**src/inc/tx_ctrl_pkg.sv**
```systemverilog
// Register indices, field positions and reset values of the transmit control bank
package tx_ctrl_pkg;

  // Register indices; byte address is four times the index
  localparam logic [5:0] IDX_NORMAL_CTL = 6'h1b;
  localparam logic [5:0] IDX_SLOT1_CTL = 6'h1c;
  localparam logic [5:0] IDX_SLOT2_CTL = 6'h1d;
  localparam logic [5:0] IDX_END_23 = 6'h1e;
  localparam logic [5:0] IDX_END_45 = 6'h1f;
  localparam logic [5:0] IDX_END_6 = 6'h20;
  localparam logic [5:0] IDX_PEND_SPACE = 6'h21;
  localparam logic [5:0] IDX_WAKE = 6'h22;
  localparam logic [5:0] IDX_NORMAL_STAT = 6'h30;

  // Field positions
  localparam int POS_TRIG = 0;
  localparam int POS_SEC = 1;
  localparam int POS_ACK = 2;
  localparam int POS_INDIRECT = 3;
  localparam int POS_RX_PEND = 4;
  localparam int POS_SLOT_LO = 3;
  localparam int POS_RETRY_LO = 6;
  localparam int POS_SPACE_LO = 2;
  localparam int POS_ALTERNATE = 1;
  localparam int POS_ACK_PEND = 0;
  localparam int POS_INSTANT = 7;
  localparam int POS_REG_WAKE = 6;
  localparam int POS_FAILED = 0;

  // Values after reset
  localparam logic [7:0] RST_CTL = 8'h00;
  localparam logic [7:0] RST_END = 8'h00;
  localparam logic [5:0] RST_LONG_SPACE = 6'h21;
  localparam logic [7:0] RST_PEND_SPACE = {RST_LONG_SPACE, 2'b00};
  localparam logic [7:0] RST_WAKE = 8'h00;

  // Bus answers
  localparam logic [1:0] RESP_OKAY = 2'b00;
  localparam logic [1:0] RESP_SLVERR = 2'b10;

endpackage

```
**src/tx_fifo_gts_control_regs.sv**
```systemverilog
// Transmit path control and configuration register bank behind an AXI4-Lite slave
//
// The AXI4-Lite register port was chosen for this implementation.
`timescale 1ns/100ps
`default_nettype none

// Contract
// - Normal trigger write sends frame, self-clears
// - Status bit mirrors pending flag of received ack
// - Indirect bit enables coordinator indirect transmission
// - Ack request bit asks ack, retransmits otherwise
// - Security bit secures the normal FIFO frame
// - Normal control bits clear at next trigger
// - Slot1 retry: write sets, read returns used
// - Three-bit slot select at bits five to three
// - Slot1 ack, security, self-clearing send trigger
// - Slot2 control repeats slot1 layout and behaviour
// - Slot2 trigger sends frame, clears itself
// - Four-bit end slots for slots two to six
// - Long spacing field, reset value 0x21
// - Alternate bit keeps slot FIFOs toggling
// - Pending setting copied into sent acks
// - Instant wake enable bit selects wake mode
// - Six-bit beacon start interval, reset zero
// - Normal retries and failure reported in status
module tx_fifo_gts_control_regs
  import tx_ctrl_pkg::*;
#(
  parameter int ADDR_W = 8
)
(
  // Clock and reset
  input wire logic core_clk,
  input wire logic srst,
  // AXI4-Lite write address
  input wire logic [ADDR_W-1:0] s_axi_awaddr,
  input wire logic s_axi_awvalid,
  output logic s_axi_awready,
  // AXI4-Lite write data
  input wire logic [31:0] s_axi_wdata,
  input wire logic [3:0] s_axi_wstrb,
  input wire logic s_axi_wvalid,
  output logic s_axi_wready,
  // AXI4-Lite write response
  output logic [1:0] s_axi_bresp,
  output logic s_axi_bvalid,
  input wire logic s_axi_bready,
  // AXI4-Lite read
  input wire logic [ADDR_W-1:0] s_axi_araddr,
  input wire logic s_axi_arvalid,
  output logic s_axi_arready,
  output logic [31:0] s_axi_rdata,
  output logic [1:0] s_axi_rresp,
  output logic s_axi_rvalid,
  input wire logic s_axi_rready,
  // Results from the transmit engine
  input wire logic ack_rx_done,
  input wire logic ack_rx_pending,
  input wire logic normal_done,
  input wire logic [1:0] normal_retries,
  input wire logic normal_failed,
  input wire logic slot1_done,
  input wire logic [1:0] slot1_retries,
  input wire logic slot2_done,
  input wire logic [1:0] slot2_retries,
  // Normal FIFO launch
  output logic normal_send_trigger,
  output logic normal_indirect,
  output logic normal_ack_request,
  output logic normal_security_enable,
  // Slot FIFO launch and settings
  output logic slot1_send_trigger,
  output logic [1:0] slot1_retry_count,
  output logic [2:0] slot1_slot_select,
  output logic slot1_ack_request,
  output logic slot1_security_enable,
  output logic slot2_send_trigger,
  output logic [1:0] slot2_retry_count,
  output logic [2:0] slot2_slot_select,
  output logic slot2_ack_request,
  output logic slot2_security_enable,
  // Slot end positions
  output logic [3:0] second_slot_end,
  output logic [3:0] third_slot_end,
  output logic [3:0] fourth_slot_end,
  output logic [3:0] fifth_slot_end,
  output logic [3:0] sixth_slot_end,
  // Spacing, pending and wake settings
  output logic [5:0] long_spacing_symbols,
  output logic slot_fifo_alternate,
  output logic ack_pending_setting,
  output logic instant_wake_enable,
  output logic register_wake_pulse,
  output logic [5:0] beacon_start_interval
);

  import tx_ctrl_pkg::*;

  // Bus slave state; readies are flops of their own so the outputs stay registered
  logic awready_q;
  logic wready_q;
  logic arready_q;
  logic [ADDR_W-1:0] awaddr_q;
  logic [7:0] wdata_q;
  logic wlane_q;
  logic bvalid_q;
  logic [1:0] bresp_q;
  logic rvalid_q;
  logic [7:0] rdata_q;
  logic [1:0] rresp_q;

  // Register state
  logic [3:1] normal_ctl_q;
  logic rx_pend_q;
  logic normal_go_q;
  logic normal_ind_sent_q;
  logic normal_ack_sent_q;
  logic normal_sec_sent_q;
  logic [7:1] slot_ctl_q [2];
  logic [1:0] slot_go_q;
  logic [7:0] end23_q;
  logic [7:0] end45_q;
  logic [3:0] end6_q;
  logic [7:0] pend_space_q;
  logic [7:0] wake_q;
  logic [1:0] stat_retry_q;
  logic stat_failed_q;

  // Write and read decode; slot report wiring
  logic wr_go;
  logic [5:0] wr_idx;
  logic wr_mapped;
  logic [5:0] rd_idx;
  logic [7:0] rd_d;
  logic rd_mapped;
  logic [1:0] slot_done;
  logic [1:0] slot_ret [2];

  assign wr_go = ~awready_q & ~wready_q & ~bvalid_q;
  // Misaligned address decodes to no register, so it can never store
  assign wr_idx = (awaddr_q[1:0] == 2'b00) ? awaddr_q[7:2] : 6'h3f;
  assign rd_idx = s_axi_araddr[7:2];
  assign slot_done = {slot2_done, slot1_done};
  assign slot_ret[0] = slot1_retries;
  assign slot_ret[1] = slot2_retries;

  always_comb
  begin
    wr_mapped = (awaddr_q[1:0] == 2'b00) &&
                (wr_idx >= IDX_NORMAL_CTL && wr_idx <= IDX_WAKE);
  end

  function automatic logic wr_hit(input logic go, input logic lane,
                                  input logic [5:0] idx, input logic [5:0] want);
    wr_hit = go & lane & (idx == want);
  endfunction

  // Write address and data are captured independently, either order
  always_ff @(posedge core_clk)
  begin
    if (srst)
    begin
      awready_q <= 1'b1;
      wready_q <= 1'b1;
      awaddr_q <= '0;
      wdata_q <= 8'h00;
      wlane_q <= 1'b0;
    end
    else
    begin
      if (s_axi_awvalid && awready_q)
      begin
        awready_q <= 1'b0;
        awaddr_q <= s_axi_awaddr;
      end
      else if (wr_go)
        awready_q <= 1'b1;
      if (s_axi_wvalid && wready_q)
      begin
        wready_q <= 1'b0;
        wdata_q <= s_axi_wdata[7:0];
        wlane_q <= s_axi_wstrb[0];
      end
      else if (wr_go)
        wready_q <= 1'b1;
    end
  end

  assign s_axi_awready = awready_q;
  assign s_axi_wready = wready_q;

  // Write response is raised at the same clock edge as the register update
  always_ff @(posedge core_clk)
  begin
    if (srst)
    begin
      bvalid_q <= 1'b0;
      bresp_q <= RESP_OKAY;
    end
    else if (wr_go)
    begin
      bvalid_q <= 1'b1;
      bresp_q <= wr_mapped ? RESP_OKAY : RESP_SLVERR;
    end
    else if (s_axi_bready)
      bvalid_q <= 1'b0;
  end

  assign s_axi_bvalid = bvalid_q;
  assign s_axi_bresp = bresp_q;

  // Normal FIFO control; settings are handed over at trigger, then cleared
  always_ff @(posedge core_clk)
  begin
    if (srst)
    begin
      normal_ctl_q <= RST_CTL[3:1];
      normal_go_q <= 1'b0;
      normal_ind_sent_q <= 1'b0;
      normal_ack_sent_q <= 1'b0;
      normal_sec_sent_q <= 1'b0;
    end
    else if (wr_hit(wr_go, wlane_q, wr_idx, IDX_NORMAL_CTL) && wdata_q[POS_TRIG])
    begin
      normal_go_q <= 1'b1;
      normal_ind_sent_q <= wdata_q[POS_INDIRECT];
      normal_ack_sent_q <= wdata_q[POS_ACK];
      normal_sec_sent_q <= wdata_q[POS_SEC];
      normal_ctl_q <= 3'b000;
    end
    else
    begin
      normal_go_q <= 1'b0;
      if (wr_hit(wr_go, wlane_q, wr_idx, IDX_NORMAL_CTL))
        normal_ctl_q <= wdata_q[3:1];
    end
  end

  assign normal_send_trigger = normal_go_q;
  assign normal_indirect = normal_ind_sent_q;
  assign normal_ack_request = normal_ack_sent_q;
  assign normal_security_enable = normal_sec_sent_q;

  // Pending flag of the last received acknowledgement
  always_ff @(posedge core_clk)
  begin
    if (srst)
      rx_pend_q <= 1'b0;
    else if (ack_rx_done)
      rx_pend_q <= ack_rx_pending;
  end

  // Normal FIFO result for software
  always_ff @(posedge core_clk)
  begin
    if (srst)
    begin
      stat_retry_q <= 2'b00;
      stat_failed_q <= 1'b0;
    end
    else if (normal_done)
    begin
      stat_retry_q <= normal_retries;
      stat_failed_q <= normal_failed;
    end
  end

  // Both slot FIFOs share one layout
  for (genvar g = 0; g < 2; g++)
  begin : g_slot
    localparam logic [5:0] IDX = IDX_SLOT1_CTL + 6'(g);
    always_ff @(posedge core_clk)
    begin
      if (srst)
      begin
        slot_ctl_q[g] <= RST_CTL[7:1];
        slot_go_q[g] <= 1'b0;
      end
      else
      begin
        // Zero in the trigger bit never cancels a launch
        slot_go_q[g] <= wr_hit(wr_go, wlane_q, wr_idx, IDX) & wdata_q[POS_TRIG];
        if (wr_hit(wr_go, wlane_q, wr_idx, IDX))
          slot_ctl_q[g] <= wdata_q[7:1];
        // Engine report wins over a same-cycle write
        if (slot_done[g])
          slot_ctl_q[g][7:6] <= slot_ret[g];
      end
    end
  end

  assign slot1_send_trigger = slot_go_q[0];
  assign slot1_retry_count = slot_ctl_q[0][7:6];
  assign slot1_slot_select = slot_ctl_q[0][5:3];
  assign slot1_ack_request = slot_ctl_q[0][POS_ACK];
  assign slot1_security_enable = slot_ctl_q[0][POS_SEC];
  assign slot2_send_trigger = slot_go_q[1];
  assign slot2_retry_count = slot_ctl_q[1][7:6];
  assign slot2_slot_select = slot_ctl_q[1][5:3];
  assign slot2_ack_request = slot_ctl_q[1][POS_ACK];
  assign slot2_security_enable = slot_ctl_q[1][POS_SEC];

  // Slot end positions
  always_ff @(posedge core_clk)
  begin
    if (srst)
    begin
      end23_q <= RST_END;
      end45_q <= RST_END;
      end6_q <= RST_END[3:0];
    end
    else
    begin
      if (wr_hit(wr_go, wlane_q, wr_idx, IDX_END_23))
        end23_q <= wdata_q;
      if (wr_hit(wr_go, wlane_q, wr_idx, IDX_END_45))
        end45_q <= wdata_q;
      if (wr_hit(wr_go, wlane_q, wr_idx, IDX_END_6))
        end6_q <= wdata_q[3:0];
    end
  end

  assign second_slot_end = end23_q[3:0];
  assign third_slot_end = end23_q[7:4];
  assign fourth_slot_end = end45_q[3:0];
  assign fifth_slot_end = end45_q[7:4];
  assign sixth_slot_end = end6_q;

  // Spacing, pending and wake settings
  always_ff @(posedge core_clk)
  begin
    if (srst)
    begin
      pend_space_q <= RST_PEND_SPACE;
      wake_q <= RST_WAKE;
    end
    else
    begin
      if (wr_hit(wr_go, wlane_q, wr_idx, IDX_PEND_SPACE))
        pend_space_q <= wdata_q;
      if (wr_hit(wr_go, wlane_q, wr_idx, IDX_WAKE))
        wake_q <= wdata_q;
    end
  end

  assign long_spacing_symbols = pend_space_q[7:2];
  assign slot_fifo_alternate = pend_space_q[POS_ALTERNATE];
  assign ack_pending_setting = pend_space_q[POS_ACK_PEND];
  assign instant_wake_enable = wake_q[POS_INSTANT];
  assign register_wake_pulse = wake_q[POS_REG_WAKE];
  assign beacon_start_interval = wake_q[5:0];

  // Read mux; trigger and reserved bits read as zero
  always_comb
  begin
    rd_d = 8'h00;
    rd_mapped = (s_axi_araddr[1:0] == 2'b00);
    unique case (rd_idx)
      IDX_NORMAL_CTL: rd_d = {3'b000, rx_pend_q, normal_ctl_q, 1'b0};
      IDX_SLOT1_CTL: rd_d = {slot_ctl_q[0], 1'b0};
      IDX_SLOT2_CTL: rd_d = {slot_ctl_q[1], 1'b0};
      IDX_END_23: rd_d = end23_q;
      IDX_END_45: rd_d = end45_q;
      IDX_END_6: rd_d = {4'h0, end6_q};
      IDX_PEND_SPACE: rd_d = pend_space_q;
      IDX_WAKE: rd_d = wake_q;
      IDX_NORMAL_STAT: rd_d = {stat_retry_q, 5'h00, stat_failed_q};
      default: rd_mapped = 1'b0;
    endcase
  end

  // One read at a time; data held until taken
  always_ff @(posedge core_clk)
  begin
    if (srst)
    begin
      rvalid_q <= 1'b0;
      arready_q <= 1'b1;
      rdata_q <= 8'h00;
      rresp_q <= RESP_OKAY;
    end
    else if (s_axi_arvalid && arready_q)
    begin
      rvalid_q <= 1'b1;
      arready_q <= 1'b0;
      rdata_q <= rd_mapped ? rd_d : 8'h00;
      rresp_q <= rd_mapped ? RESP_OKAY : RESP_SLVERR;
    end
    else if (s_axi_rready)
    begin
      rvalid_q <= 1'b0;
      arready_q <= 1'b1;
    end
  end

  assign s_axi_arready = arready_q;
  assign s_axi_rvalid = rvalid_q;
  assign s_axi_rdata = {24'h000000, rdata_q};
  assign s_axi_rresp = rresp_q;

  // Checks
  logic normal_wr;
  assign normal_wr = wr_hit(wr_go, wlane_q, wr_idx, IDX_NORMAL_CTL);
endmodule

`default_nettype wire

```
**config.mk**
```make
export PLATFORM = sky130hd
export DESIGN_NAME = tx_fifo_gts_control_regs
export DESIGN_NICKNAME = d
export VERILOG_FILES = /design/src/inc/tx_ctrl_pkg.sv /design/src/tx_fifo_gts_control_regs.sv
export SDC_FILE = /design/constraint.sdc
export NUM_CORES = 1
export LEC_CHECK = 0
export ABC_AREA = 1
export BUFFER_PORTS_ARGS = -buffer_cell sky130_fd_sc_hd__clkbuf_2
export CORE_MARGIN = 4
export CORE_UTILIZATION = 35
export DETAILED_ROUTE_END_ITERATION = 6
export PLACE_DENSITY = 0.71
export SYNTH_ARGS = -nofsm -noshare
export SYNTH_HDL_FRONTEND = slang
export SYNTH_SLANG_ARGS = --single-unit
```
**constraint.sdc**
```tcl
create_clock -name core_clk -period 1.7 [get_ports core_clk]
set_input_delay 0.17 -clock core_clk [delete_from_list [all_inputs] [get_ports core_clk]]
set_output_delay 0.17 -clock core_clk [all_outputs]
set_load 0.05 [all_outputs]
```
After elaboration in Yosys (flattened, before gate mapping)
Memories as Yosys holds them, arrays and structs flattened.
Index checks and enable logic that the tools add are counted.

storage, ports and cells
  memories = 1
  bits in writable memories = 14
  output and inout port bits = 97
  memory bits (read-only) = 0
  latch bits = 0
  bits of input ports = 71
  register bits after elaboration = 83

memory list
  name        depth  width  rd ports  clocked after Yosys merged registers in  wr ports  line                             RTL
  slot_ctl_q  2      7      2         0                                        2         tx_fifo_gts_control_regs.sv:119  logic [7:1] slot_ctl_q [2];

cells by class
  shift operators = 0
  add/subtract/negate cells = 0
  $lt $le $gt $ge = 2
  divide/modulo/power cells = 0
  multiply operators = 0
  bitwise gates (word level) = 20
  equal/unequal tests = 17
  reduce and logical (&&, ||, !) cells = 14
  muxes and demuxes = 34

operators with widths
  operator                                                                             count
  8-bit case mux with 9 select lines                                                   1
  6-bit by 5-bit == test with 1-bit output, second input constant                      10
  6-bit == test, second input constant                                                 7
  1-bit two-way mux                                                                    25
  7-bit two-way mux                                                                    2
  1-bit AND                                                                            13
  9-bit OR reduction                                                                   1
  2-bit two-way mux                                                                    4
  8-bit two-way mux                                                                    1
  2-bit nonzero test                                                                   4
  6-bit by 5-bit greater-or-equal comparator with 1-bit output, second input constant  1
  6-bit less-or-equal comparator, second input constant                                1
  1-bit logical AND                                                                    6
  6-bit two-way mux                                                                    1
  2-bit logical NOT                                                                    2
  1-bit OR                                                                             4
  1-bit inverter                                                                       3
  2-bit OR reduction                                                                   1

Depth between registers and ports, before layout
Gate-level depths: netlist (run 1).

  word-level depth = 10
  gate-level depth with buffers = 11

Least setup slack after synthesis (run 1)
Ideal clock, no wire load.

  kind = flip-flop to flip-flop
  from = register bvalid_q (netlist: s_axi_bvalid)
  to = memory slot_ctl_q[1][0] (netlist bit), enable pin
  path slack = -57 ps
  data required time = 1387 ps
  library setup time = 313 ps
  arrival time = 1444 ps
  stages on the path, launching flop included = 6
  path through = dfxtp_1 nor3_4 nand2_4 nor2_8 nand2_1 nand2_1

RTL lines
  item                      line                             RTL
  start: declaration        tx_fifo_gts_control_regs.sv:106  logic bvalid_q;
  start signal: assignment  tx_fifo_gts_control_regs.sv:197  bvalid_q <= 1'b0;
  start signal: assignment  tx_fifo_gts_control_regs.sv:202  bvalid_q <= 1'b1;
  start signal: assignment  tx_fifo_gts_control_regs.sv:206  bvalid_q <= 1'b0;
  end: declaration          tx_fifo_gts_control_regs.sv:119

Final worst setup path (run 1)
  from = register awaddr_q[0]
  to = register end45_q[5]

on the way
  longest elaborated chain between the ends = 4

RTL lines
  item                                      line                             RTL
  start: declaration                        tx_fifo_gts_control_regs.sv:103  logic [ADDR_W-1:0] awaddr_q;
  start signal: assignment                  tx_fifo_gts_control_regs.sv:174  awaddr_q <= s_axi_awaddr;
  2-bit logical NOT                         tx_fifo_gts_control_regs.sv:141  assign wr_idx = (awaddr_q[1:0] == 2'b00) ? awaddr_q[7:2] : 6'h3f;
  6-bit two-way mux                         tx_fifo_gts_control_regs.sv:141
  6-bit by 5-bit == test with 1-bit output  tx_fifo_gts_control_regs.sv:155  wr_hit = go & lane & (idx == want);
  1-bit AND                                 tx_fifo_gts_control_regs.sv:155
  end signal: assignment                    tx_fifo_gts_control_regs.sv:317  end45_q <= wdata_q;
  end: declaration                          tx_fifo_gts_control_regs.sv:122  logic [7:0] end45_q;

No other way between the ends.
A chain may end at the register's enable or synchronous reset.

==> flow_summary.yaml, run 1 <==
run:
  cap_violations: 0
floorplanning:
  start_util_pct: 35.8
  die_y_um: 122
  die-area_mm2: 0.0149
  pin_count: 168
  row_count: 41
  die_w_um: 122
  core_mm2: 0.0127
power_and_ir_drop:
  sequentialPowerShare_pct: 46.7
  cellPowerDensity_mw_per_mm2: 926
  fin_total_pwr_uw: 5200
  p_int_uw: 3680
  clockPowerShare_pct: 39.7
  p_leak_uw: 0.00270
  ir_worst_vdd_uv: 655
  p_sw_uw: 1520
  switching_share_pct: 29.2
  p_comb_share_pct: 13.6
timing:
  fin_crit_ps: 1580
  drv_slew: 0
  fmax_mhz: 634
  layout_setup_ws_ps: 122
  finalHoldViolCount: 0
  period_share_pct: 92.8
  fin_skew_ps: 7.82
  rsz0062_at_grt: "true"
  hold_slack_ps: 20.6
  setup_viol: 0
worst_setup_path:
  worstPathCellList: "nor2_4 -> nand2_1 -> nor2_1 -> nand2_2 -> inv_2 -> buf_12 -> nand3b_4 -> o21ai_0 -> a21oi_1"
  crit_type: "reg2reg"
  r2r_slack_ps: 120
  worstReg2RegEnd: "end45_q[5]"
  r2r_cells: 9
  cp.arrival_ps: 1800
  rr_startpoint: "awaddr_q[0]"
  cp_max_fo: 11
  cp.required_ps: 1920
  crit_slowest_cell: "dfxtp_1"
  startpoint_type: "flip-flop"
  slowest_delay_ps: 330
  endpoint_kind: "flip-flop"
global_routing:
  grt.total_usage_pct: 18.2
  grt_pass1_wl_um: 21000
  grt_max_degree: 24
  antenna_found_initial: 0
  grt_pass1_vias: 3963
  grt.overflow.total: 0
layout:
  area_growth_pct: 23.7
  layout-drive-gt1-share_pct: 24.6
  diodes: 0
  final_cells: 916
  nNetsFinal: 810
  fillers: 1339
placement:
  post-dp-hpwl_um: 10700
  place_inst: 899
  place_ws_ps: 106
  routabilityCongestion: 0.914
  io_buffer_count: 114
hold_path:
  hold-path-endpoint: "rx_pend_q"
  hold_depth: 2
  min_path_type: "in2reg"
  hold_path.startpoint: "ack_rx_done"
route:
  first_pass_iters: 4
  wl_per_cell_um: 14.7
  drc: 0
  ant_nets: 0
  drt_iter0_drc: 282
  routed_wl_um: 13500
  viasPerCell: 4.72
  vias: 4320
synthesis:
  ys_seq_elements: 95
  netlist_area_mm2: 0.00454
  synth_cell_type_count: 31
  synth_cells: 612
  postSynthAreaPerCell_um2: 7.42
  ys_seq_area_share_pct: 45.0
  ys_warn_count: 0
clock_tree:
  clkSinkCount: 95
  cts_made_buffers: 9
  clockBufferDepth: 2
  htree_levels: 3
  clk_pin_slew_ps: 70
  insertion_delay_ps: 350
  cts-root-buf: "clkbuf_16"
  cts_tree: "yes"
run_status:
  status: "finished, final reports clean"
metrics by stage:
step / utilization, % / instance area (µm²) / TNS (ps)
after floorplan: - / 4640 / 0
after global placement: 41.8 / 5300 / 0
after detailed placement: 41.8 / 5300 / 0
after CTS: 44.2 / 5600 / 0
after global routing: 44.3 / 5620 / -28.6
final: 44.3 / 5620 / 0
logic make-up (layout without fill, tap and decap cells):
family                 after synthesis  count (layout)  synth area share (%)
flip-flops                          95              95                  45.0
AND/OR/NAND/NOR                    279             279                  28.4
AO/OA/AOI/OAI                      135             135                  15.1
buffers and inverters              102             209                  11.5
other                                1              26                0.0826
cell type report:
type | instances | area, µm² | area share, %
Multi-Input combinational cell | 440 | 2090 | 37.1
Sequential cell | 95 | 2040 | 36.4
Timing Repair Buffer | 138 | 763 | 13.6
Clock buffer | 9 | 225 | 4.01
Tap cell | 172 | 215 | 3.83
Inverter | 55 | 206 | 3.67
Clock inverter | 7 | 78.8 | 1.40
cells in the final DEF (no fill, tap or decap):
cell       synthesis  final
conb_1             1     26
nor3_1             3      3
clkinv_4           0      2
a21oi_1           66     66
buf_12             0      1
clkbuf_2           0    114
inv_1             53     52
buf_4             26     23
o211ai_1           2      2
o21ai_0           61     56
edfxtp_1          14     14
clkinv_1           1      1
nand3_4            1      1
dfxtp_2            0      2
nor3_4             1      1
nor2_4             3      4
nor2_1           100     99
o21ai_1            5     10
nand2_4            4      4
nor2_8             2      2
o21ai_2            1      1
inv_6              0      3
or2_2              2      2
dfxtp_1           81     79
nand2_2            1      3
bufinv_16          0      1
nand3b_4           1      1
nand3_1           55     55
nand4_2            1      1
nand2_1           94     92
nor2_2             5      5
clkinv_2           0      1
inv_2              1      2
clkbuf_16          0      9
nand4_1            6      6
state kept, by name, summed over array words and instances, names as in the netlist, 3 cells and up:
signal / cells
slot_ctl_q: 14
awaddr_q: 8
end23_q: 8
end45_q: 8
pend_space_q: 8
rdata_q: 8
wake_q: 8
wdata_q: 8
sixth_slot_end: 4
normal_ctl_q: 3
routing by layer:
| metal | up-vias | part of all wire (%) | GRT usage (%) |
|---|---|---|---|
| met5 | - | 0 | 0 |
| met4 | 0 | 1.1 | 4.76 |
| met3 | 13 | 7.6 | 5.11 |
| met2 | 135 | 46 | 28.9 |
| met1 | 1959 | 45 | 24.4 |
| li1 | 2213 | - | - |
critical path: cells and delay by family, from the launching register on:
family                 cells  cell delay, ps
and+or+nand+nor            5             610
DFF                        1             330
AOI/OAI and AO/OA          2             260
buffers and inverters      2             250
Yosys cell counts (all sizes together):
library cell	count	area, µm²
nand2	99	404
nand4	7	50.1
o211ai	2	15.0
nand3	56	293
a21oi	66	330
inv	54	203
edfxtp	14	420
dfxtp	81	1620
nand3b	1	20.0
clkbuf	12	45.0
nor2	110	480
buf	35	269
conb	1	3.75
o21ai	67	339
clkinv	1	3.75
nor3	4	31.3
or2	2	12.5
worst max-delay path by stage:
stage | from | end | slack (ps) | cells after the start
6_report | awaddr_q[0] | end45_q[5] | 120 | 9
5_1_grt | awaddr_q[0] | slot_ctl_q[0][5] | -10 | 7
4_1_cts | awaddr_q[0] | end45_q[5] | 90 | 9
3_5_place_dp | awaddr_q[0] | end45_q[5] | 110 | 9
3_3_place_gp | awaddr_q[0] | slot_ctl_q[0][2] | 130 | 7
2_1_floorplan | s_axi_bvalid | slot_ctl_q[1][0] | 4 | 5
power by group through the flow:
stage | sequential [µW] | combinational, µW | clock (µW)
2_1_floorplan | 2560 | 456 | 0
3_3_place_gp | 2480 | 693 | 0
3_5_place_dp | 2480 | 698 | 0
4_1_cts | 2430 | 700 | 2090
5_1_grt | 2440 | 775 | 2190
6_report | 2430 | 705 | 2070
what timing repair did:
| action | in CTS | in global routing |
|---|---|---|
| gates resized for setup | 0 | 9 |
| hold buffers | 0 | 0 |
| buffers inserted | 0 | 1 |
| endpoints found under the setup margin | 0 | 28 |
Note: power is estimated with default switching activity, not from simulation.
==> run 2, diff against run 1 <==
ABC_AREA = default   (was 1)
CELL_PAD_IN_SITES_DETAIL_PLACEMENT = 0   (was default)
CELL_PAD_IN_SITES_GLOBAL_PLACEMENT = 1   (was default)
CORE_UTILIZATION = 32   (was 35)
CTS_CLUSTER_DIAMETER = 150   (was default)
PLACE_DENSITY = 0.84   (was 0.71)
==> run 2 against run 1 <==
Net effect:
- maximum frequency shrank 2.0%
- global-route usage shrank 1.4 points
- combinational power shrank 1%
- sequential share of layout area grew 0.77 points
- wire length shrank 0.53%
- highest routed layer unchanged
- critical endpoint is now rdata_q[7]
- non-clock buffer count grew 10
- sequential cell count is the same
==> flow_summary.yaml, run 2 <==
power_and_ir_drop:
  cellPowerDensity_mw_per_mm2: 914
  p_sw_uw: 1490
  switching_share_pct: 29.6
  p_leak_uw: 0.00244
  p_int_uw: 3550
  p_comb_share_pct: 13.8
  sequentialPowerShare_pct: 48.1
  ir_worst_vdd_uv: 437
  clockPowerShare_pct: 38.1
clock_tree:
  cts_tree: "yes"
  clk_pin_slew_ps: 70
  insertion_delay_ps: 350
  cts_made_buffers: 9
  htree_levels: 3
  clkSinkCount: 95
  cts-root-buf: "clkbuf_16"
  clockBufferDepth: 2
worst_setup_path:
  endpoint_kind: "flip-flop"
  crit_type: "reg2reg"
  startpoint: "slot_ctl_q[0][6]"
  cp_max_fo: 2
  cp.required_ps: 1900
  r2r_cells: 4
  startpoint_type: "flip-flop"
  cp.arrival_ps: 1820
  worstReg2RegEnd: "rdata_q[7]"
  r2r_slack_ps: 90
  rr_startpoint: "slot_ctl_q[0][6]"
synthesis:
  synthSimpleGateAreaFrac_pct: 21.1
  synth-compound-area-share_pct: 12.9
  ys.flop_type: "dfxtp_1"
  postSynthAreaPerCell_um2: 9.30
  synthMuxAreaShare_pct: 10.7
  synth-edff-count: 14
  synth_top_family_by_area: "simple AND/OR/NAND/NOR gates"
  ys_seq_elements: 95
  synthAdderAreaFrac_pct: 0.229
  async_reset_ff_share_pct: 0
  yosysTopAreaCell: "dfxtp_1"
  synthTopCellsByArea: "dfxtp_1 37%, edfxtp_1 9.6%, mux2i_1 6.9%"
  synth_cell_type_count: 49
  yosys.area.top_type_share_pct: 37.1
  yosysMostFrequentCell: "dfxtp_1"
  synth_cells: 470
  synth_xor_area_share_pct: 0
  synth_common_cells: "81 x dfxtp_1, 43 x a21oi_1, 40 x nor2_1, 37 x nand2_1, 33 x nand3_1"
  ys_warn_count: 0
  netlist_area_mm2: 0.00437
  ys_seq_area_share_pct: 46.7
placement:
  post-dp-hpwl_um: 10500
  routabilityCongestion: 0.940
  place_inst: 757
  io_buffer_count: 114
route:
  wl_per_cell_um: 17.3
  routed_wl_um: 13400
  drc: 0
  viasPerCell: 4.98
  first_pass_iters: 5
  drt_iter0_drc: 502
  vias: 3858
  ant_nets: 0
timing:
  finalHoldViolCount: 0
  setup_viol: 0
  rsz0062_at_grt: "false"
  relSlewSlack_pct: 57.0
  fin_crit_ps: 1610
  period_share_pct: 94.8
  worst_pin_slew_ps: 644
  drv_slew: 0
  fmax_mhz: 621
  fin_skew_ps: 10.6
floorplanning:
  row_count: 42
  core_mm2: 0.0133
  die_y_um: 125
  die-area_mm2: 0.0156
  die_w_um: 125
  start_util_pct: 32.9
  pin_count: 168
global_routing:
  grt_pass1_wl_um: 20800
  grt.overflow.total: 0
  grt_max_degree: 29
  grt.total_usage_pct: 16.8
  antenna_found_initial: 0
  grt_pass1_vias: 3745
hold_path:
  min_path_type: "in2reg"
  hold-path-endpoint: "wdata_q[3]"
  hold_depth: 3
  hold_path.startpoint: "s_axi_wdata[3]"
layout:
  most-common-layout-cells: "114 x clkbuf_2, 78 x dfxtp_1, 43 x a21oi_1"
  area_growth_pct: 25.9
  layout_commonest_cell: "clkbuf_2"
  nNetsFinal: 665
  fillers: 1351
  diodes: 0
  largest_reg_flops: 14
  largest_register: "slot_ctl_q"
  final_core_util_pct: 41.4
  layout-drive-gt1-share_pct: 32.2
  final_cells: 775
run:
  cap_violations: 0
run_status:
  status: "finished, final reports clean"
==> run 2: changes by cell type in the layout (fill, tap and decap cells not counted), sizes merged, moves of 30 or more <==
cell	change
o21ai	-42
nand2	-62
mux2i	+30
inv	-49
nor2	-70
==> run 2: how the worst max path moves through the flow <==
stage / depth (start not counted) / slack [ps] / endpoint
after detailed placement: 6 / -100 / rdata_q[0]
after global placement: 6 / -30 / rdata_q[6]
final: 4 / 90 / rdata_q[7]
after global routing: 4 / 0.2 / rdata_q[7]
after floorplan: 4 / -20 / rdata_q[1]
after CTS: 5 / 20 / slot_ctl_q[0][1]
==> run 2: final cells by class <==
class	count	area, µm²	share of cell area [%]
Clock buffer	9	225	4.09
Inverter	6	22.5	0.409
Tap cell	176	220	4.00
Clock inverter	7	55.1	1.00
Multi-Input combinational cell	334	2110	38.4
Sequential cell	95	2050	37.2
Timing Repair Buffer	148	826	15.0
==> run 2: power groups by stage <==
stage          combinational (µW)  clock [µW]  sequential, µW
5_1_grt                       746        2040            2430
3_5_place_dp                  688           0            2470
4_1_cts                       691        1940            2420
3_3_place_gp                  679           0            2470
2_1_floorplan                 427           0            2560
6_report                      695        1920            2420
==> run 2: cells by family (layout without fill, tap and decap cells) <==
family          Yosys count  in the layout
simple gates            173            173
mux                      38             38
buf+inv                  66            170
flops                    95             95
other cells               1             26
fa+ha+maj                 1              1
compound gates           96             96
==> run 2: critical path: stages, from the launching register on <==
cell and delay [ps]:
edfxtp_1 430, mux4_2 490, and2_1 170, a221oi_1 260
a211oi_1 130
==> run 2: repair_timing <==
action,4_1_cts,5_1_grt
gates cloned,0,0
setup buffers,0,2
hold endpoints to repair,0,0
pin swaps,0,2
setup endpoints to repair,3,36
hold buffers,0,0
gates resized for setup,1,5
==> run 2: layer usage <==
metal  GRT usage [%]  share of wire [%]
met4            4.53                1.4
met5               0                  0
met2            27.8                 49
met1            21.9                 43
met3            4.20                6.9
==> run 2: per-stage QoR <==
step / total power, µW / setup WS [ps] / hold slack [ps] / area (µm²) / setup TNS, ps
2_1_floorplan: 2980 / -18.1 / 317 / 4500 / -54.3
3_3_place_gp: 3150 / -32.3 / 410 / 5190 / -198
3_5_place_dp: 3160 / -102 / 413 / 5190 / -518
4_1_cts: 5050 / 20.7 / 52.7 / 5470 / 0
5_1_grt: 5220 / 0.183 / 68.7 / 5510 / 0
6_report: 5040 / 88.8 / 57.2 / 5510 / 0
==> run 3, diff against run 2 <==
CORE_MARGIN = 2   (was 4)
==> run 3 against run 2 <==
Net effect:
- core utilization rose by 0.27 points
- sequential cell count did not move
- maximum frequency fell by 3.2%
- first-iteration DRC count fell by 36%
- clock power rose by 7%
- cell count fell by 0.26%
- die area fell by 6.3%
- sequential power barely moved
- worst setup slack got worse by 54 ps
- global-route usage rose by 1.1 points
- final area rose by 0.66%
- critical path type unchanged
- critical endpoint unchanged
- largest cell class unchanged
==> flow_summary.yaml, run 3 (same netlist as run 2, synthesis figures left out) <==
worst_setup_path:
  slowest_delay_ps: 480
  cp.required_ps: 1900
  crit_slowest_cell: "mux4_2"
  endpoint_kind: "flip-flop"
  worstPathCellList: "mux4_2 -> and2_1 -> a221oi_1 -> a211oi_1"
  cp.arrival_ps: 1860
  crit_type: "reg2reg"
  cp.buffers_inverters: 0
  startpoint_type: "flip-flop"
  cp_top_family: "multiplexers"
  cp_max_fo: 2
power_and_ir_drop:
  switching_share_pct: 28.0
  cellPowerDensity_mw_per_mm2: 935
  p_sw_uw: 1450
  ir_worst_vdd_uv: 466
  p_comb_share_pct: 13.6
  p_leak_uw: 0.00246
  p_int_uw: 3730
  sequentialPowerShare_pct: 46.7
  clockPowerShare_pct: 39.7
placement:
  place_ws_ps: -102
  post-dp-hpwl_um: 10100
  routabilityCongestion: 0.946
  io_buffer_count: 114
  place_inst: 754
route:
  wl_per_cell_um: 17.1
  vias: 3948
  routed_wl_um: 13200
  ant_nets: 0
  drc: 0
  viasPerCell: 5.11
  drt_iter0_drc: 320
  first_pass_iters: 5
timing:
  fmax_mhz: 601
  relSlewSlack_pct: 53.4
  rsz0062_at_grt: "true"
  drv_slew: 0
  setup_viol: 0
  fin_skew_ps: 6.59
  period_share_pct: 97.9
  finalHoldViolCount: 0
  fin_crit_ps: 1660
  worst_pin_slew_ps: 699
  layout_setup_ws_ps: 35.0
floorplanning:
  die-area_mm2: 0.0146
  start_util_pct: 32.9
  die_y_um: 121
  core_mm2: 0.0133
  pin_count: 168
  row_count: 42
  die_w_um: 121
clock_tree:
  clkSinkCount: 95
  insertion_delay_ps: 340
  cts_tree: "yes"
  clk_pin_slew_ps: 70
  htree_levels: 3
  cts_made_buffers: 9
  clockBufferDepth: 2
  cts-root-buf: "clkbuf_16"
layout:
  nNetsFinal: 663
  layout-drive-gt1-share_pct: 31.7
  fillers: 1310
  final_cells: 773
  layout_commonest_cell: "clkbuf_2"
  largest_reg_flops: 14
  area_growth_pct: 26.8
  register_area_mm2: 0.00205
  largest_register: "slot_ctl_q"
  most-common-layout-cells: "114 x clkbuf_2, 78 x dfxtp_1, 43 x a21oi_1"
  diodes: 0
  multi_input_area_mm2: 0.00214
global_routing:
  grt_pass1_vias: 3747
  antenna_found_initial: 0
  grt.total_usage_pct: 17.9
  grt_pass1_wl_um: 20200
  grt.overflow.total: 0
  grt_max_degree: 32
run_status:
  status: "finished, final reports clean"
hold_path:
  min_path_type: "in2reg"
run:
  cap_violations: 0
[run 3: metrics by stage]
step                hold WS [ps]  power, µW  TNS, ps  instance area (µm²)  util (%)
floorplan                    317       2980    -54.3                 4500         -
global placement             415       3150     -403                 5170      38.9
global route                52.7       5350     -523                 5540      41.7
CTS                         48.0       5190        0                 5470      41.2
finish                      58.9       5180        0                 5540      41.7
detailed placement           412       3160     -699                 5170      38.9
[run 3: layout make-up]
class | instances | area share (%)
timing repair buffer | 146 | 14.7
inverter | 6 | 0.406
clock inverter | 4 | 0.948
tap | 176 | 3.97
clock buffer | 12 | 4.45
multi-input combinational | 334 | 38.6
sequential | 95 | 36.9
[run 3: worst reg2reg max path, delay by kind of cell (launching register included)]
family           cells  cell delay, ps
AND/OR/NAND/NOR      1             170
flip-flops           1             440
multiplexers         1             480
AO/OA/AOI/OAI        2             430
[run 3: power by group through the flow]
stage | registers, µW | clock network (µW) | logic, µW
6_report | 2420 | 2060 | 706
5_1_grt | 2430 | 2170 | 750
4_1_cts | 2420 | 2080 | 694
3_5_place_dp | 2470 | 0 | 691
3_3_place_gp | 2460 | 0 | 683
2_1_floorplan | 2560 | 0 | 427
[run 3: worst paths after layout]
path | start | endpoint | slack, ps | depth (start not counted)
max | slot_ctl_q[1][6] | rdata_q[7] | 40 | 4
min | s_axi_wdata[6] | wdata_q[6] | 60 | 3
max reg2reg | slot_ctl_q[1][6] | rdata_q[7] | 40 | 4
min reg2reg | normal_indirect | normal_indirect | 460 | 2
[run 3: repair_timing]
item,in CTS,in global routing
setup endpoints to repair,10,25
hold buffers,0,0
buffers inserted,0,3
gates resized for setup,2,7
pin swaps,0,3
[run 3: routing by layer]
| metal | track usage [%] | wire length (µm) |
|---|---|---|
| met5 | 0 | 0 |
| met4 | 6.54 | 212 |
| met3 | 4.04 | 856 |
| met2 | 27.6 | 6050 |
| met1 | 24.5 | 6090 |
